**src/hw/clk_out_consts.svh**
```systemverilog
`ifndef CLK_OUT_CONSTS_SVH
`define CLK_OUT_CONSTS_SVH

// Register offsets
`define OFS_SYNTH_MULT_LO      7'h38
`define OFS_SYNTH_MULT_HI      7'h39
`define OFS_FP_RATE            7'h3e
`define OFS_FP_SHAPE           7'h3f
`define OFS_ETH_SYNTH_CTL      7'h51
`define OFS_SE_RATE_SEL        7'h52
`define OFS_BAL_RATE_SEL       7'h61

// Reset values
`define RST_SYNTH_MULT_LO      8'h00
`define RST_SYNTH_MULT_HI      8'h00
`define RST_FP_RATE            8'h00
`define RST_FP_SHAPE           8'h00
`define RST_ETH_SYNTH_CTL      8'h00
`define RST_SE_RATE_SEL        8'h04
`define RST_BAL_RATE_SEL       8'h00

// Field positions
`define BIT_ETH_EN             0
`define BIT_SE_GROUP           1
`define BIT_BAL_GROUP          2
`define BIT_FP_STYLE_CLK       3
`define BIT_FP_ALIGN_FALL      4
`define BIT_FP_POL_NEG         5

// Timing
`define SYS_CLK_HZ             40000000
`define SYS_PERIOD_PS          25000
`define FP_NCO_MOD             (3 * `SYS_CLK_HZ)
`define PCLK_EDGE_HZ_PER_N     16000
`define PCLK_EDGE_HZ_N0        4000
`define PCLK_MAX_N             12500
`define FP_W0_PS               244141
`define FP_W1_PS               122070
`define FP_W2_PS               61035
`define FP_W3_PS               30518
`define FP_W4_PS               15259
`define CYC_UP(ps)             (((ps) + `SYS_PERIOD_PS - 1) / `SYS_PERIOD_PS)

`endif

```
**src/hw/clk_out_pkg.sv**
```systemverilog
package clk_out_pkg;

    typedef struct packed {
        logic [7:0] mult_lo;
        logic [7:0] mult_hi;
        logic [7:0] fp_rate;
        logic [7:0] fp_shape;
        logic [7:0] synth_ctl;
        logic [7:0] se_sel;
        logic [7:0] bal_sel;
    } regs_t;

    typedef struct packed {
        logic        eth_en;
        logic        se_group;
        logic        bal_group;
        logic [3:0]  se_code;
        logic [2:0]  bal_code;
    } rate_sel_t;

    typedef struct packed {
        logic [19:0] khz;
        logic        reserved;
    } rate_t;

    typedef struct packed {
        regs_t       regs;
        logic [7:0]  rdata;
        logic        pclk;
        logic        fp_pending;
        logic        fp_active;
        logic        fp_level;
        logic [3:0]  width_cnt;
        logic [1:0]  edge_cnt;
        logic        fp_out;
        rate_t       se_rate;
        rate_t       bal_rate;
        logic [19:0] prog_khz;
        logic        prog_over;
    } state_t;

endpackage

```
**src/hw/nco_tick.sv**
```systemverilog
module nco_tick #(
    parameter int          W   = 32,
    parameter logic [31:0] MOD = 32'd40000000
) (
    input  wire logic         clk_sys,
    input  wire logic         rst_n,
    input  wire logic [W-1:0] inc,
    output logic              tick
);
    logic [W-1:0] acc_q;
    logic [W-1:0] acc_d;
    logic [W-1:0] sum;

    always_comb begin
        sum   = acc_q + inc;
        acc_d = sum;
        tick  = 1'b0;
        if (inc >= W'(MOD)) begin
            acc_d = acc_q;
            tick  = 1'b1;
        end else if (sum >= W'(MOD)) begin
            acc_d = sum - W'(MOD);
            tick  = 1'b1;
        end
    end

    always_ff @(posedge clk_sys or negedge rst_n) begin
        if (!rst_n) begin
            acc_q <= '0;
        end else begin
            acc_q <= acc_d;
        end
    end
endmodule

```
**src/hw/rate_table.sv**
```systemverilog
module rate_table (
    input  wire clk_out_pkg::rate_sel_t sel,
    output clk_out_pkg::rate_t          se_rate,
    output clk_out_pkg::rate_t          bal_rate
);
    always_comb begin
        se_rate = '{khz: 20'h0, reserved: 1'b1};
        if (!sel.eth_en && !sel.se_group) begin
            case (sel.se_code)
                4'h2: se_rate = '{khz: 20'd77760, reserved: 1'b0};
                4'h3: se_rate = '{khz: 20'd38880, reserved: 1'b0};
                4'h4: se_rate = '{khz: 20'd19440, reserved: 1'b0};
                4'h5: se_rate = '{khz: 20'd9720,  reserved: 1'b0};
                4'ha: se_rate = '{khz: 20'd51840, reserved: 1'b0};
                4'hb: se_rate = '{khz: 20'd25920, reserved: 1'b0};
                4'hc: se_rate = '{khz: 20'd12960, reserved: 1'b0};
                4'hd: se_rate = '{khz: 20'd6480,  reserved: 1'b0};
                default: se_rate = '{khz: 20'h0, reserved: 1'b1};
            endcase
        end else if (sel.eth_en && sel.se_group) begin
            case (sel.se_code)
                4'h1: se_rate = '{khz: 20'd125000, reserved: 1'b0};
                4'h2: se_rate = '{khz: 20'd62500,  reserved: 1'b0};
                4'h5: se_rate = '{khz: 20'd50000,  reserved: 1'b0};
                4'h6: se_rate = '{khz: 20'd25000,  reserved: 1'b0};
                4'h7: se_rate = '{khz: 20'd12500,  reserved: 1'b0};
                default: se_rate = '{khz: 20'h0, reserved: 1'b1};
            endcase
        end
    end

    always_comb begin
        bal_rate = '{khz: 20'h0, reserved: 1'b1};
        if (!sel.eth_en && !sel.bal_group) begin
            case (sel.bal_code)
                3'h0: bal_rate = '{khz: 20'd19440,  reserved: 1'b0};
                3'h1: bal_rate = '{khz: 20'd38880,  reserved: 1'b0};
                3'h2: bal_rate = '{khz: 20'd77760,  reserved: 1'b0};
                3'h3: bal_rate = '{khz: 20'd155520, reserved: 1'b0};
                3'h4: bal_rate = '{khz: 20'd311040, reserved: 1'b0};
                3'h5: bal_rate = '{khz: 20'd622080, reserved: 1'b0};
                3'h6: bal_rate = '{khz: 20'd6480,   reserved: 1'b0};
                default: bal_rate = '{khz: 20'd51840, reserved: 1'b0};
            endcase
        end else if (sel.eth_en && sel.bal_group) begin
            case (sel.bal_code)
                3'h1: bal_rate = '{khz: 20'd125000, reserved: 1'b0};
                3'h2: bal_rate = '{khz: 20'd62500,  reserved: 1'b0};
                3'h5: bal_rate = '{khz: 20'd50000,  reserved: 1'b0};
                3'h6: bal_rate = '{khz: 20'd25000,  reserved: 1'b0};
                3'h7: bal_rate = '{khz: 20'd12500,  reserved: 1'b0};
                default: bal_rate = '{khz: 20'h0, reserved: 1'b1};
            endcase
        end else if (sel.eth_en && !sel.bal_group) begin
            case (sel.bal_code)
                3'h3: bal_rate = '{khz: 20'd156250, reserved: 1'b0};
                3'h4: bal_rate = '{khz: 20'd312500, reserved: 1'b0};
                default: bal_rate = '{khz: 20'h0, reserved: 1'b1};
            endcase
        end
    end
endmodule

```
**src/hw/output_clock_frame_pulse_select.sv**
```systemverilog
`include "clk_out_consts.svh"

module output_clock_frame_pulse_select (
    input  wire logic        clk_sys,
    input  wire logic        rst_n,
    input  wire logic [6:0]  reg_addr,
    input  wire logic        reg_wr,
    input  wire logic        reg_rd,
    input  wire logic [7:0]  reg_wdata,
    output logic      [7:0]  reg_rdata,
    output logic      [19:0] se_rate_khz,
    output logic             se_rate_reserved,
    output logic      [19:0] bal_rate_khz,
    output logic             bal_rate_reserved,
    output logic      [19:0] prog_rate_khz,
    output logic             prog_rate_over,
    output logic             prog_clk,
    output logic             frame_pulse_output
);
    ////////////////////////////////////////////////////////////////////////////
    // State and sub-blocks

    clk_out_pkg::state_t    st_q;
    clk_out_pkg::state_t    st_d;
    clk_out_pkg::rate_sel_t rate_sel;
    clk_out_pkg::rate_t     se_rate;
    clk_out_pkg::rate_t     bal_rate;
    logic [15:0]            mult_n;
    logic [31:0]            pclk_inc;
    logic [31:0]            fp_inc;
    logic                   pclk_tick;
    logic                   fp_tick;
    logic                   rise_evt;
    logic                   fall_evt;
    logic                   align_evt;
    logic [2:0]             width_code;
    logic                   style_clk;
    logic                   align_fall;
    logic                   pol_neg;
    logic [3:0]             fixed_cycles;

    assign mult_n     = {st_q.regs.mult_hi, st_q.regs.mult_lo};
    assign width_code = st_q.regs.fp_shape[2:0];
    assign style_clk  = st_q.regs.fp_shape[`BIT_FP_STYLE_CLK];
    assign align_fall = st_q.regs.fp_shape[`BIT_FP_ALIGN_FALL];
    assign pol_neg    = st_q.regs.fp_shape[`BIT_FP_POL_NEG];

    always_comb begin
        rate_sel.eth_en    = st_q.regs.synth_ctl[`BIT_ETH_EN];
        rate_sel.se_group  = st_q.regs.synth_ctl[`BIT_SE_GROUP];
        rate_sel.bal_group = st_q.regs.synth_ctl[`BIT_BAL_GROUP];
        rate_sel.se_code   = st_q.regs.se_sel[3:0];
        rate_sel.bal_code  = st_q.regs.bal_sel[2:0];
    end

    rate_table u_rate_table (
        .sel      (rate_sel),
        .se_rate  (se_rate),
        .bal_rate (bal_rate)
    );

    ////////////////////////////////////////////////////////////////////////////
    // Programmable clock: edge rate is twice the output rate

    always_comb begin
        if (mult_n == 16'h0) begin
            pclk_inc = 32'(`PCLK_EDGE_HZ_N0);
        end else begin
            pclk_inc = 32'(mult_n) * 32'(`PCLK_EDGE_HZ_PER_N);
        end
    end

    nco_tick #(
        .W   (32),
        .MOD (32'(`SYS_CLK_HZ))
    ) u_pclk_nco (
        .clk_sys (clk_sys),
        .rst_n   (rst_n),
        .inc     (pclk_inc),
        .tick    (pclk_tick)
    );

    assign rise_evt  = pclk_tick && !st_q.pclk;
    assign fall_evt  = pclk_tick && st_q.pclk;
    assign align_evt = align_fall ? fall_evt : rise_evt;

    ////////////////////////////////////////////////////////////////////////////
    // Frame rate: accumulator counts in thirds of a hertz

    always_comb begin
        case (st_q.regs.fp_rate[3:0])
            4'h0:    fp_inc = 32'd500;
            4'h1:    fp_inc = 32'd1200;
            4'h2:    fp_inc = 32'd3000;
            4'h3:    fp_inc = 32'd6000;
            4'h4:    fp_inc = 32'd12000;
            4'h5:    fp_inc = 32'd24000;
            4'h6:    fp_inc = 32'd96000;
            4'h7:    fp_inc = 32'd192000;
            4'h8:    fp_inc = 32'd3;
            default: fp_inc = 32'd0;
        endcase
        if (style_clk) begin
            fp_inc = {fp_inc[30:0], 1'b0};
        end
    end

    nco_tick #(
        .W   (32),
        .MOD (32'(`FP_NCO_MOD))
    ) u_fp_nco (
        .clk_sys (clk_sys),
        .rst_n   (rst_n),
        .inc     (fp_inc),
        .tick    (fp_tick)
    );

    always_comb begin
        case (width_code)
            3'h0:    fixed_cycles = 4'(`CYC_UP(`FP_W0_PS));
            3'h1:    fixed_cycles = 4'(`CYC_UP(`FP_W1_PS));
            3'h2:    fixed_cycles = 4'(`CYC_UP(`FP_W2_PS));
            3'h3:    fixed_cycles = 4'(`CYC_UP(`FP_W3_PS));
            3'h4:    fixed_cycles = 4'(`CYC_UP(`FP_W4_PS));
            default: fixed_cycles = 4'h1;
        endcase
    end

    ////////////////////////////////////////////////////////////////////////////
    // Next state

    always_comb begin
        st_d = st_q;

        // Register writes
        if (reg_wr) begin
            if (reg_addr == `OFS_SYNTH_MULT_LO) begin
                st_d.regs.mult_lo = reg_wdata;
            end else if (reg_addr == `OFS_SYNTH_MULT_HI) begin
                st_d.regs.mult_hi = reg_wdata;
            end else if (reg_addr == `OFS_FP_RATE) begin
                st_d.regs.fp_rate = reg_wdata;
            end else if (reg_addr == `OFS_FP_SHAPE) begin
                st_d.regs.fp_shape = reg_wdata;
            end else if (reg_addr == `OFS_ETH_SYNTH_CTL) begin
                st_d.regs.synth_ctl = reg_wdata;
            end else if (reg_addr == `OFS_SE_RATE_SEL) begin
                st_d.regs.se_sel = reg_wdata;
            end else if (reg_addr == `OFS_BAL_RATE_SEL) begin
                st_d.regs.bal_sel = reg_wdata;
            end
        end

        // Register reads, unmapped offsets answer zero
        if (reg_rd) begin
            if (reg_addr == `OFS_SYNTH_MULT_LO) begin
                st_d.rdata = st_q.regs.mult_lo;
            end else if (reg_addr == `OFS_SYNTH_MULT_HI) begin
                st_d.rdata = st_q.regs.mult_hi;
            end else if (reg_addr == `OFS_FP_RATE) begin
                st_d.rdata = st_q.regs.fp_rate;
            end else if (reg_addr == `OFS_FP_SHAPE) begin
                st_d.rdata = st_q.regs.fp_shape;
            end else if (reg_addr == `OFS_ETH_SYNTH_CTL) begin
                st_d.rdata = st_q.regs.synth_ctl;
            end else if (reg_addr == `OFS_SE_RATE_SEL) begin
                st_d.rdata = st_q.regs.se_sel;
            end else if (reg_addr == `OFS_BAL_RATE_SEL) begin
                st_d.rdata = st_q.regs.bal_sel;
            end else begin
                st_d.rdata = 8'h00;
            end
        end

        // Rate reports
        st_d.se_rate  = se_rate;
        st_d.bal_rate = bal_rate;
        if (mult_n == 16'h0) begin
            st_d.prog_khz = 20'd2;
        end else begin
            st_d.prog_khz = {1'b0, mult_n, 3'b000};
        end
        st_d.prog_over = (mult_n > 16'(`PCLK_MAX_N));

        // Programmable clock
        if (pclk_tick) begin
            st_d.pclk = !st_q.pclk;
        end

        // Frame pulse: a rate tick waits for the chosen clock edge
        if (fp_tick) begin
            st_d.fp_pending = 1'b1;
        end
        if (st_q.fp_pending && align_evt) begin
            st_d.fp_pending = fp_tick;
            if (style_clk) begin
                st_d.fp_level = !st_q.fp_level;
            end else begin
                st_d.fp_active = 1'b1;
                st_d.width_cnt = fixed_cycles - 4'h1;
                st_d.edge_cnt  = 2'd0;
            end
        end else if (st_q.fp_active) begin
            if (width_code == 3'h7) begin
                if (pclk_tick) begin
                    st_d.edge_cnt = st_q.edge_cnt + 2'd1;
                    if (st_q.edge_cnt == 2'd1) begin
                        st_d.fp_active = 1'b0;
                    end
                end
            end else if (st_q.width_cnt == 4'h0) begin
                st_d.fp_active = 1'b0;
            end else begin
                st_d.width_cnt = st_q.width_cnt - 4'h1;
            end
        end
        if (style_clk) begin
            st_d.fp_active = 1'b0;
            st_d.fp_out    = st_d.fp_level ^ pol_neg;
        end else begin
            st_d.fp_out    = st_d.fp_active ^ pol_neg;
        end
    end

    ////////////////////////////////////////////////////////////////////////////
    // Registers

    always_ff @(posedge clk_sys or negedge rst_n) begin
        if (!rst_n) begin
            st_q                <= '0;
            st_q.regs.mult_lo   <= `RST_SYNTH_MULT_LO;
            st_q.regs.mult_hi   <= `RST_SYNTH_MULT_HI;
            st_q.regs.fp_rate   <= `RST_FP_RATE;
            st_q.regs.fp_shape  <= `RST_FP_SHAPE;
            st_q.regs.synth_ctl <= `RST_ETH_SYNTH_CTL;
            st_q.regs.se_sel    <= `RST_SE_RATE_SEL;
            st_q.regs.bal_sel   <= `RST_BAL_RATE_SEL;
        end else begin
            st_q <= st_d;
        end
    end

    assign reg_rdata          = st_q.rdata;
    assign se_rate_khz        = st_q.se_rate.khz;
    assign se_rate_reserved   = st_q.se_rate.reserved;
    assign bal_rate_khz       = st_q.bal_rate.khz;
    assign bal_rate_reserved  = st_q.bal_rate.reserved;
    assign prog_rate_khz      = st_q.prog_khz;
    assign prog_rate_over     = st_q.prog_over;
    assign prog_clk           = st_q.pclk;
    assign frame_pulse_output = st_q.fp_out;
endmodule

```
**config.mk**
```make
export PLATFORM = sky130hd
export DESIGN_NAME = output_clock_frame_pulse_select
export DESIGN_NICKNAME = d
export VERILOG_FILES = /design/src/hw/clk_out_pkg.sv /design/src/hw/nco_tick.sv /design/src/hw/rate_table.sv /design/src/hw/output_clock_frame_pulse_select.sv
export VERILOG_INCLUDE_DIRS = /design/src /design/src/hw
export SDC_FILE = /design/constraint.sdc
export NUM_CORES = 1
export LEC_CHECK = 0
export ABC_AREA = 1
export ABC_CLOCK_PERIOD_IN_PS = 20100
export BUFFER_PORTS_ARGS = -buffer_cell sky130_fd_sc_hd__buf_4
export CORE_UTILIZATION = 50
export CTS_BUF_LIST = sky130_fd_sc_hd__clkbuf_8
export CTS_CLUSTER_SIZE = 30
export DETAILED_ROUTE_END_ITERATION = 6
export PLACE_DENSITY = 0.67
export REMOVE_ABC_BUFFERS = 1
export SYNTH_ARGS = -nofsm -noshare
export SYNTH_HDL_FRONTEND = slang
export SYNTH_SLANG_ARGS = --single-unit
```
**constraint.sdc**
```tcl
create_clock -name clk_sys -period 20.1 [get_ports clk_sys]
set_input_delay 6.03 -clock clk_sys [delete_from_list [all_inputs] [get_ports clk_sys]]
set_output_delay 6.03 -clock clk_sys [all_outputs]
set_load 0.02 [all_outputs]
```
* After elaboration in Yosys (flattened, before gate mapping)
Memories as Yosys holds them, arrays and structs flattened. Cells that the tools add are included.
Word-level totals: bits in registers 202, bits in latches 0, RAM bits 0, bits in read-only memories 528, input bits 19, output and inout bits 73, memories kept 2
Operators by class: $add $sub $neg 7, $mul 1, divide/modulo/power cells 0, magnitude comparators 5, equal/unequal tests 27, shifts and indexed selects 0, multiplexer cells 47, bitwise gates (word level) 8, reductions and logical operators 30
Memories:
- (no name shown) | words 16, bits a word 18, read ports 1, clocked after Yosys merged registers in 0, wr ports 0, RTL line output_clock_frame_pulse_select.sv:91 | case (st_q.regs.fp_rate[3:0])
- (no name shown) | words 16, bits a word 15, read ports 1, clocked after Yosys merged registers in 0, wr ports 0, RTL line rate_table.sv:9 | case (sel.se_code)
Operators by type and width (count):
- one-hot mux 18 bit (5 select lines) | 2
- one-hot mux 21 bit (7 select lines) | 1
- 2-to-1 mux 21 bit | 5
- 2-to-1 mux 32 bit | 3
- >= comparator 32 x 27 -> 1 bit, second input constant | 2
- 2-to-1 mux 8 bit | 7
- one-hot mux 20 bit (2 select lines) | 1
- adder 32 x 30 -> 32 bit | 1
- adder 32 bit | 1
- >= comparator 32 x 26 -> 1 bit, second input constant | 1
- subtractor 32 x 26 -> 32 bit, second input constant | 1
- subtractor 32 x 27 -> 32 bit, second input constant | 1
- >= comparator 30 x 26 -> 1 bit, second input constant | 1
- 2-to-1 mux 30 bit | 1
- == test 7 x 6 -> 1 bit, second input constant | 4
- multiplier 16 x 7 -> 23 bit, second input constant | 1
- == test 7 bit, second input constant | 3
- 2-to-1 mux 19 bit | 1
- 2-to-1 mux 1 bit | 18
- 2-to-1 mux 6 bit | 3
- > comparator 16 x 14 -> 1 bit, second input constant | 1
- zero test 16 bit | 1
- one-hot mux 4 bit (4 select lines) | 1
- == test 3 bit, second input constant | 5
- 25 further kinds | 59

* Longest topological paths before layout
Gate-level depths: netlist of the first run.
word-level depth 12, mapped depth 43

* By module
From an unflattened synthesis of the first run, not the netlist that was laid out.
Unflattened totals: cells, all modules 3058, area total of the unflattened synthesis 19872.8 µm²
Modules (own cells, without submodules):
- output_clock_frame_pulse_select | instances 1, cells an instance 1112, area each 9356.5 µm², sequential area each 3379.5 µm²
- nco_tick at u_pclk_nco | instances 1, cells an instance 891, area each 4942.2 µm², sequential area each 800.8 µm²
- nco_tick at u_fp_nco | instances 1, cells an instance 869, area each 4725.8 µm², sequential area each 800.8 µm²
- rate_table | instances 1, cells an instance 186, area each 848.3 µm², sequential area each 0.0 µm²

* Worst setup path after synthesis of the first run
OpenSTA, ideal clock, no wires.
path kind input-to-reg, from input reg_addr[5], to register st_q, in the netlist align_fall, setup time 131 ps, arrival time 7490 ps, required time 19969 ps, slack 12480 ps, stages 8, path buffers 1, cell sequence inv_1 nor3_1 inv_1 nor3_1 nor4_1 nand2_1 clkbuf_1 o21ai_0
Between the ends: word-level cells in the longest chain between the ends 3, elaborated cells between the ends (all ways) 8, those cells by class 4 x eq/ne; 3 x bitwise; 1 x reduce/logical
Ends and longest elaborated chain:
- start: declaration | RTL line output_clock_frame_pulse_select.sv:6 | input wire logic [6:0] reg_addr,
- == test 7 x 6 -> 1 bit (no source line)
- inverter 1 bit (no source line)
- AND reduction 5 bit (no source line) *
- end signal: assignment | RTL line output_clock_frame_pulse_select.sv:239 | st_q <= st_d;
- end: declaration | RTL line output_clock_frame_pulse_select.sv:23 | clk_out_pkg::state_t st_q;
Every way passes the cells marked *; elsewhere a longest branch is shown, timed or not. A chain may end at the register's enable or synchronous reset.

* Worst setup path after layout of the first run
from input reg_addr[6], to register st_q[112] in the netlist's numbering
Same word-level chain as after synthesis.

==> results of run 1 <==
## power groups by stage
stage          Sequential, uW  Combinational [uW]  Clock, uW
3_5_place_dp              528                1520          0
5_1_grt                   529                1740        287
4_1_cts                   521                1530        274
3_3_place_gp              527                1490          0
6_report                  521                1520        266
2_1_floorplan             532                1180          0
## worst max-delay path: stages
cell,delay [ps]
buf_4,120
nor3_1,190
inv_1,100
nor3_1,750
nand2_1,500
o21ai_0,310
## per-layer routing
metal	GRT usage [%]	routed length, um	up-vias
met3	3.05	1320	39
met4	6.75	595	0
met1	32.0	16500	5797
met5	0	0	-
met2	39.2	16700	252
li1	-	-	6293
## sequential cells by signal, indices dropped and copies added (netlist names)
| register | flops |
|---|---|
| st_q | 37 |
| u_fp_nco.acc_q | 32 |
| u_pclk_nco.acc_q | 27 |
| bal_rate_khz | 19 |
| prog_rate_khz | 17 |
| mult_n | 16 |
| se_rate_khz | 15 |
| rate_sel | 10 |
| reg_rdata | 8 |
| align_fall | 1 |
| bal_rate_reserved | 1 |
| frame_pulse_output | 1 |
| pol_neg | 1 |
| prog_clk | 1 |
| prog_rate_over | 1 |
| se_rate_reserved | 1 |
## cell families after synthesis
logic type / share of synthesized area [%]
compound gates: 12.2
xor+xnor: 4.90
fa+ha+maj: 17.3
buf+inv: 11.2
flops: 30.8
mux: 0.655
other cells: 0.0246
simple gates: 23.0
## cell type report
class	count	area, um2	share of cell area [%]
inverters	285	1070	6.59
repair buffers	87	659	4.06
well taps	390	488	3.01
clock buffers	17	234	1.44
clock inverters	15	183	1.13
flip-flops and latches	188	4710	29.0
multi-input cells	1402	8900	54.8
## worst max-delay path by stage
stage / startpoint / end / cells after the start / slack [ps]
global route: mult_n[2] / u_pclk_nco.acc_q[29] / 34 / 12010
finish: reg_addr[6] / st_q[112] / 6 / 12500
global placement: reg_addr[6] / st_q[112] / 7 / 12090
CTS: reg_addr[6] / st_q[112] / 6 / 12570
floorplan: reg_addr[5] / mult_n[10] / 7 / 12540
detailed placement: reg_addr[6] / st_q[112] / 6 / 12020
## cells in the final DEF, fill, tap and decap left out, types with 4 or more instances in the layout
master and n:
xor2_1 58, ha_1 123, nand3_1 73, nor2_2 7
nand3_2 15, nor4_1 6, nor3_1 28, buf_4 86
nand2_2 16, o2111ai_1 5, o21ai_2 6, o21ai_0 144
conb_1 9, o31ai_1 7, o21a_1 6, a22o_1 5
clkinv_8 4, nand4_1 25, clkbuf_8 18, a31oi_1 8
xnor2_1 20, a21oi_2 4, a21o_1 4, inv_1 272
fa_1 55, nand3b_1 6, nor2_1 149, dfrtp_1 187
inv_2 10, a21oi_1 81, a21boi_2 4, inv_8 4
o21ai_1 14, nand2_1 460, mux2_2 8, a221oi_1 8
o21bai_1 6
## per-stage QoR
step	total power, uW	worst slack [ps]	hold slack (ps)
after detailed placement	2040	12020	470
after global routing	2560	12010	514
after global placement	2020	12090	460
final	2310	12500	495
after floorplan	1710	12540	446
after CTS	2320	12570	500
==> flow_metrics.env, run 1 <==
export IMPL_synthesis_area_um2=15300
export IMPL_drt_iter0_markers=657
export IMPL_synth_top_area_share_pct=30.6
export IMPL_place_congestion=0.895
export IMPL_synth_top_cells_by_count="nand2_1 (460), inv_1 (272), dfrtp_1 (187)"
export IMPL_yosysUniqueCellTypes=64
export IMPL_place_area_um2=15800
export IMPL_rrSetupSlack_ps=12800
export IMPL_p_sw_share_pct=51.5
export IMPL_postCtsSetupRepairBufs=0
export IMPL_postRouteAntennaNets=0
export IMPL_rr_startpoint="mult_n[5]"
export IMPL_cts_sinks=188
export IMPL_status="completed"
export IMPL_drc=0
export IMPL_finalMaxSlewViolations=0
export IMPL_period_minus_slack_ps=7600
export IMPL_coreArea_um2=29900
export IMPL_die_area_um2=31200
export IMPL_port_buffers=82
export IMPL_synth_seq_cells=188
export IMPL_fin_crit_sh_pct=37.8
export IMPL_die_h_um=177
export IMPL_cts_hold_fix_buffers=0
export IMPL_via_per_inst=5.19
export IMPL_crit_arrival_ps=8010
export IMPL_cts_buffers=17
export IMPL_p_switching_uw=1190
export IMPL_rr_endpoint="u_pclk_nco.acc_q[29]"
export IMPL_fin_tns_setup_ps=0
export IMPL_finalClockSkew_ps=29.6
export IMPL_ios=92
export IMPL_grt_ovfl_total=0
export IMPL_grt_setup_unrepaired="no"
export IMPL_dieWidth_um=177
export IMPL_grt_max_degree=75
export IMPL_fin_cells=2384
export IMPL_peakVddDrop_uv=75.0
export IMPL_tightest_slew_ps=974
export IMPL_syn_area_per_cell_um2=7.78
export IMPL_cts_buffer_depth=2
export IMPL_setup_viol=0
export IMPL_clkPwrFrac_pct=11.5
export IMPL_dr_total_vias=12381
export IMPL_hp_start="u_pclk_nco.acc_q[7]"
export IMPL_end_kind="register"
export IMPL_drtPass1Iterations=6
export IMPL_fin_util_pct=54.3
export IMPL_crit_fanout=16
export IMPL_hold_path_class="reg2reg"
export IMPL_power_internal_uw=1120
export IMPL_leakagePower_uw=0.00851
export IMPL_nFillCells=2841
export IMPL_ctsHtreeMaxLevel=4
export IMPL_initial_utilization_pct=51.1
export IMPL_layout_drive_gt1_share_pct=10.4
export IMPL_track_usage_pct=23.5
export IMPL_synth_most_common_cell="nand2_1"
export IMPL_required_ps=20520
export IMPL_nNetsFinal=2178
export IMPL_holdPathStages=2
export IMPL_cts_root_buf="clkbuf_8"
export IMPL_cts_resized=0
export IMPL_async_flop_share_pct=100
export IMPL_dp_hpwl_mm=27.4
export IMPL_power_density_nw_per_um2=142
export IMPL_dp_cells=2352
export IMPL_maxCapViolations=0
export IMPL_clock_latency_ps=510
export IMPL_synth_warnings=0
export IMPL_totalWireLength_mm=35.2
export IMPL_finalHoldViolCount=0
export IMPL_antenna_found_initial=0
export IMPL_antenna_cells=0
export IMPL_synth_edf_count=0
export IMPL_critical_path_class="in2reg"
export IMPL_synthFlopType="dfrtp_1"
export IMPL_grt_pass1_vias=12065
export IMPL_slew_headroom_pct=34.6
export IMPL_timing_fmax_mhz=132
export IMPL_synth_top_area_cell="dfrtp_1"
export IMPL_syn_inst=1963
export IMPL_r2r_cells=37
export IMPL_grt_pass1_wl_mm=59.0
export IMPL_cts_tree="done"
export IMPL_wl_per_cell_um=14.7
export IMPL_fin_area_um2=16200
export IMPL_path_clk_slew_ps=120
export IMPL_combPwrFrac_pct=66.0
export IMPL_syn_to_final_growth_pct=6.31
export IMPL_holdPathEnd="u_pclk_nco.acc_q[7]"
export IMPL_ys_top_cells_by_area="dfrtp_1 (31%), nand2_1 (11%), ha_1 (10%)"
export IMPL_p_seq_share_pct=22.5
export IMPL_fp_row_count=63
export IMPL_seq_area_frac_synth_pct=30.8
export IMPL_cp_start_kind="input pin"
(Power assumes the default switching activity.)
==> run 2: changes to the inputs <==
Settings changed: ABC_CLOCK_PERIOD_IN_PS 20100 to 6400, PLACE_DENSITY 0.67 to 0.69.
Clock period 20.1 ns to 6.4 ns, I/O delays scaled along.
==> run 2 against run 1 <==
- setup slack got worse by 13000 ps
- utilization grew 6.6 points
- die area unchanged
- clock skew down 1.7 ps
- critical path depth up 33
- the flow now finishes with violations (negative setup slack)
- sequential power grew to 3.1 times the previous value
- worst hold slack got worse by 6.7 ps
- first-iteration DRC count increased by 11%
- count of clock-buffer cells in the layout grew 1
- sequential share of layout area decreased by 3.1 points
- final cell count rose by 6.7%
- design area up 12%
==> flow_metrics.env, run 2 (same netlist as run 1, synthesis figures left out) <==
export IMPL_antenna_found_initial=0
export IMPL_p_switching_uw=4280
export IMPL_combPwrFrac_pct=71.8
export IMPL_timing_fmax_mhz=153
export IMPL_slowest_delay_ps=560
export IMPL_cts_buffer_depth=2
export IMPL_setup_viol=23
export IMPL_period_minus_slack_ps=6550
export IMPL_fp_row_count=63
export IMPL_power_density_nw_per_um2=478
export IMPL_maxCapViolations=0
export IMPL_ios=92
export IMPL_path_clk_slew_ps=110
export IMPL_dieWidth_um=177
export IMPL_wl_per_cell_um=14.9
export IMPL_postRouteAntennaNets=0
export IMPL_port_buffers=82
export IMPL_clock_latency_ps=510
export IMPL_finalHoldViolCount=0
export IMPL_fin_crit_sh_pct=102
export IMPL_critical_path_class="reg2reg"
export IMPL_place_congestion=0.931
export IMPL_cts_buffers=17
export IMPL_drtPass1Iterations=6
export IMPL_fin_area_um2=18200
export IMPL_slew_headroom_pct=25.5
export IMPL_power_internal_uw=4430
export IMPL_holdPathEnd="u_pclk_nco.acc_q[5]"
export IMPL_drt_iter0_markers=726
export IMPL_reg_top3="st_q: 37 flops, u_fp_nco.acc_q: 32 flops, u_pclk_nco.acc_q: 27 flops"
export IMPL_finalClockSkew_ps=27.9
export IMPL_finalMaxSlewViolations=0
export IMPL_initial_utilization_pct=51.1
export IMPL_die_area_um2=31200
export IMPL_die_h_um=177
export IMPL_fin_tns_setup_ps=-1550
export IMPL_holdPathStages=2
export IMPL_largest_register="st_q"
export IMPL_drc=0
export IMPL_leakagePower_uw=0.00941
export IMPL_dp_hpwl_mm=28.3
export IMPL_final_common_cell="nand2_1"
export IMPL_dr_total_vias=13168
export IMPL_p_sw_share_pct=49.2
export IMPL_track_usage_pct=24.5
export IMPL_cts_root_buf="clkbuf_8"
export IMPL_slowest_stage="fa_2"
export IMPL_hold_path_class="reg2reg"
export IMPL_hp_start="u_pclk_nco.acc_q[5]"
export IMPL_crit_fanout=6
export IMPL_r2r_cells=39
export IMPL_grt_setup_unrepaired="yes"
export IMPL_grt_pass1_wl_mm=60.7
export IMPL_via_per_inst=5.18
export IMPL_rrSetupSlack_ps=-150
export IMPL_fin_util_pct=61.0
export IMPL_status="finished with violations"
export IMPL_antenna_cells=0
export IMPL_grt_pass1_vias=12848
export IMPL_totalWireLength_mm=37.8
export IMPL_place_area_um2=16700
export IMPL_ctsHtreeMaxLevel=4
export IMPL_rr_startpoint="mult_n[2]"
export IMPL_crit_top_cell="nand2_2"
export IMPL_rr_endpoint="st_q[68]"
export IMPL_cp_num_buf_inv=5
export IMPL_cts_tree="done"
export IMPL_tightest_slew_ps=1110
export IMPL_largest_register_ff_count=37
export IMPL_p_total_uw=8710
export IMPL_grt_ovfl_total=0
export IMPL_nNetsFinal=2337
export IMPL_layout_common_cells="nand2_1 (427), inv_1 (253), buf_4 (237)"
export IMPL_violations="negative setup slack"
export IMPL_syn_to_final_growth_pct=19.3
export IMPL_crit_arrival_ps=6990
export IMPL_crit_family="adder cells"
export IMPL_layout_drive_gt1_share_pct=23.5
export IMPL_end_kind="register"
export IMPL_clkPwrFrac_pct=9.5
export IMPL_grt_max_degree=108
export IMPL_cts_sinks=188
export IMPL_coreArea_um2=29900
export IMPL_worst_slack_ps=-148
export IMPL_required_ps=6840
export IMPL_peakVddDrop_uv=288
export IMPL_cp_start_kind="register"
export IMPL_p_seq_share_pct=18.7
run 2: cell count changes in the layout (fill, tap and decap cells not counted), moves of 15 or more:
cell / before / now
buf_4: 86 / 237
ha_1: 123 / 106
ha_4: 0 / 15
inv_1: 272 / 253
inv_2: 10 / 27
nand2_1: 460 / 427
nand2_2: 16 / 38
nand3_1: 73 / 57
run 2: repair_timing:
item,in CTS,in global routing
hold buffers,0,0
endpoints found under the hold margin,0,0
endpoints found under the setup margin,33,34
pin swaps,29,79
buffers inserted,21,17
gates resized for setup,49,134
cloned,1,0
run 2: cell type report:
cell class / count / area, um2
tap: 390 / 488
inverter: 285 / 1080
timing repair buffer: 245 / 1890
fill: 2552 / 11700
sequential: 188 / 4710
multi-input combinational: 1403 / 9650
clock buffer: 18 / 248
clock inverter: 14 / 160
run 2: tightest hold or removal path, stage by stage (launching register included):
cell     delay, ps
dfrtp_1        360
nand2_1         50
nand2_1         50
run 2: worst max-delay path by stage:
stage	from	endpoint	slack [ps]	cells after the start
floorplan	mult_n[3]	st_q[68]	-20	33
global placement	mult_n[10]	st_q[68]	-230	40
detailed placement	mult_n[10]	st_q[68]	-360	40
CTS	mult_n[2]	st_q[68]	-9	35
global route	mult_n[3]	st_q[68]	-450	36
finish	mult_n[2]	st_q[68]	-150	39
run 2: through the flow:
stage / hold slack, ps / setup WS (ps) / cells
after floorplan: 446 / -20.0 / 1875
after global placement: 459 / -227 / 2472
after detailed placement: 468 / -358 / 2472
after CTS: 492 / -8.71 / 2526
after global routing: 498 / -447 / 2543
final: 488 / -148 / 2543
run 2: power by group through the flow:
| stage | Sequential (uW) | Clock (uW) | Combinational [uW] |
|---|---|---|---|
| after CTS | 1620 | 846 | 5730 |
| after global placement | 1640 | 0 | 5360 |
| after floorplan | 1670 | 0 | 3700 |
| after global routing | 1650 | 891 | 6990 |
| final | 1630 | 825 | 6260 |
| after detailed placement | 1640 | 0 | 5490 |
run 2: metal layers:
metal / global-route usage, % / vias up / wire length (um)
met5: 0 / - / 0
met4: 7.90 / 0 / 755
met3: 3.63 / 56 / 1480
met2: 43.5 / 286 / 19400
met1: 30.2 / 6201 / 16200
li1: - / 6625 / -
==> run 3: changes to the inputs <==
Settings changed: CTS_BUF_LIST sky130_fd_sc_hd__clkbuf_8 to unset.
==> run 3 against run 2 <==
- the run still ends with negative setup slack left
- non-clock buffer count up 12
- sequential cell count unchanged
- fmax up 0.12%
- combinational power up 2%
- power up 4.4%
- clock power up 32%
- critical path depth unchanged
- largest cell class unchanged
==> flow_metrics.env, run 3 (same netlist as run 1, synthesis figures left out) <==
export IMPL_crit_fanout=6
export IMPL_crit_arrival_ps=6890
export IMPL_antenna_found_initial=0
export IMPL_layout_common_cells="nand2_1 (422), inv_1 (252), buf_4 (249)"
export IMPL_totalWireLength_mm=38.8
export IMPL_die_h_um=177
export IMPL_port_buffers=82
export IMPL_drt_iter0_markers=756
export IMPL_violations="negative setup slack"
export IMPL_status="finished with violations"
export IMPL_rr_endpoint="st_q[64]"
export IMPL_grt_ovfl_total=0
export IMPL_initial_utilization_pct=51.1
export IMPL_worst_slack_ps=-140
export IMPL_cts_sinks=188
export IMPL_crit_path_end="st_q[64]"
export IMPL_crit_top_cell="nand2_2"
export IMPL_place_congestion=0.931
export IMPL_slew_headroom_pct=25.0
export IMPL_critical_path_class="reg2reg"
export IMPL_hold_path_class="reg2reg"
export IMPL_dieWidth_um=177
export IMPL_timing_fmax_mhz=153
export IMPL_met1_usage_pct=30.5
export IMPL_fin_crit_sh_pct=102
export IMPL_busiest_layer="met2"
export IMPL_finalHoldViolCount=0
export IMPL_finalClockSkew_ps=22.6
export IMPL_largest_register_ff_count=37
export IMPL_rrSetupSlack_ps=-140
export IMPL_grt_pass1_vias=12965
export IMPL_layout_drive_gt1_share_pct=24.4
export IMPL_use_met2_pct=44.0
export IMPL_clock_latency_ps=460
export IMPL_fp_row_count=63
export IMPL_power_density_nw_per_um2=491
export IMPL_ctsHtreeMaxLevel=4
export IMPL_antenna_cells=0
export IMPL_slowest_delay_ps=560
export IMPL_track_usage_pct=24.8
export IMPL_grt_setup_unrepaired="yes"
export IMPL_die_area_um2=31200
export IMPL_drc=0
export IMPL_cp_start_kind="register"
export IMPL_syn_to_final_growth_pct=21.4
export IMPL_reg_top3="st_q: 37 flops, u_fp_nco.acc_q: 32 flops, u_pclk_nco.acc_q: 27 flops"
export IMPL_rr_startpoint="mult_n[2]"
export IMPL_coreArea_um2=29900
export IMPL_drtPass1Iterations=5
export IMPL_grt_max_degree=108
export IMPL_slowest_stage="fa_1"
export IMPL_dr_total_vias=13353
export IMPL_finalMaxSlewViolations=0
export IMPL_cts_buffers=17
export IMPL_r2r_cells=39
export IMPL_tightest_slew_ps=1120
export IMPL_p_total_uw=9100
export IMPL_final_common_cell="nand2_1"
export IMPL_nNetsFinal=2349
export IMPL_postRouteAntennaNets=0
export IMPL_required_ps=6750
export IMPL_setup_viol=8
export IMPL_cts_root_buf="clkbuf_16"
export IMPL_peakVddDrop_uv=299
export IMPL_dp_hpwl_mm=28.3
export IMPL_via_per_inst=5.23
export IMPL_maxCapViolations=0
export IMPL_grt_pass1_wl_mm=61.5
export IMPL_path_clk_slew_ps=80
export IMPL_crit_path_start="mult_n[2]"
export IMPL_end_kind="register"
export IMPL_largest_register="st_q"
export IMPL_cts_hold_fix_buffers=0
export IMPL_period_minus_slack_ps=6540
export IMPL_cts_tree="done"
export IMPL_leakagePower_uw=0.00956
export IMPL_ios=92
export IMPL_cts_buffer_depth=2
export IMPL_gr_usage_met3_pct=3.97
export IMPL_fin_tns_setup_ps=-836
export IMPL_wl_per_cell_um=15.2
[run 3: layout make-up]
cell class                      count  area, um2
Clock buffer                       18        439
Tap cell                          390        488
Multi-Input combinational cell   1403       9690
Clock inverter                     14        160
Fill cell                        2495      11300
Sequential cell                   188       4710
Inverter                          285       1080
Timing Repair Buffer              257       1970
[run 3: worst min-delay path by stage]
| stage | end | start | slack, ps | cells after the start |
|---|---|---|---|---|
| 2_1_floorplan | u_pclk_nco.acc_q[5] | u_pclk_nco.acc_q[5] | 450 | 2 |
| 3_3_place_gp | u_pclk_nco.acc_q[5] | u_pclk_nco.acc_q[5] | 460 | 2 |
| 3_5_place_dp | u_pclk_nco.acc_q[5] | u_pclk_nco.acc_q[5] | 470 | 2 |
| 4_1_cts | u_pclk_nco.acc_q[5] | u_pclk_nco.acc_q[5] | 490 | 2 |
| 5_1_grt | u_fp_nco.acc_q[0] | u_fp_nco.acc_q[0] | 490 | 1 |
| 6_report | u_pclk_nco.acc_q[5] | u_pclk_nco.acc_q[5] | 480 | 2 |
[run 3: power breakdown]
group	internal, uW	leakage [uW]	switching (uW)
Sequential	1460	0.00245	164
Clock	537	0.000294	551
Combinational	2690	0.00682	3700
[run 3: worst max-delay path: cells and delay by family, from the launching register on]
kind / cells / cell delay (ps)
AND/OR/NAND/NOR: 28 / 2790
adder cells (fa/ha/maj): 6 / 2620
flip-flops: 1 / 430
buffers and inverters: 3 / 320
AO/OA/AOI/OAI: 2 / 260
[run 3: metal layers]
| metal | vias to the layer above | routed length (um) |
|---|---|---|
| met1 | 6272 | 16300 |
| li1 | 6661 | - |
| met2 | 344 | 19900 |
| met3 | 76 | 1580 |
| met4 | 0 | 987 |
| met5 | - | 0 |
[run 3: metrics by stage]
stage	util [%]	worst slack, ps	cells	cell area, um2	hold WS, ps
4_1_cts	59.6	-25.9	2526	17800	486
6_report	62.0	-140	2555	18500	481
5_1_grt	62.0	-548	2555	18500	489
3_5_place_dp	56.0	-358	2472	16700	468
3_3_place_gp	56.0	-227	2472	16700	459
2_1_floorplan	-	-20.0	1875	14700	446
[run 3: repair_timing]
item | in CTS | in global routing
buffers inserted | 21 | 29
gates resized for setup | 69 | 130
pin swaps | 37 | 85
cloned | 1 | 0
setup endpoints to repair | 32 | 34
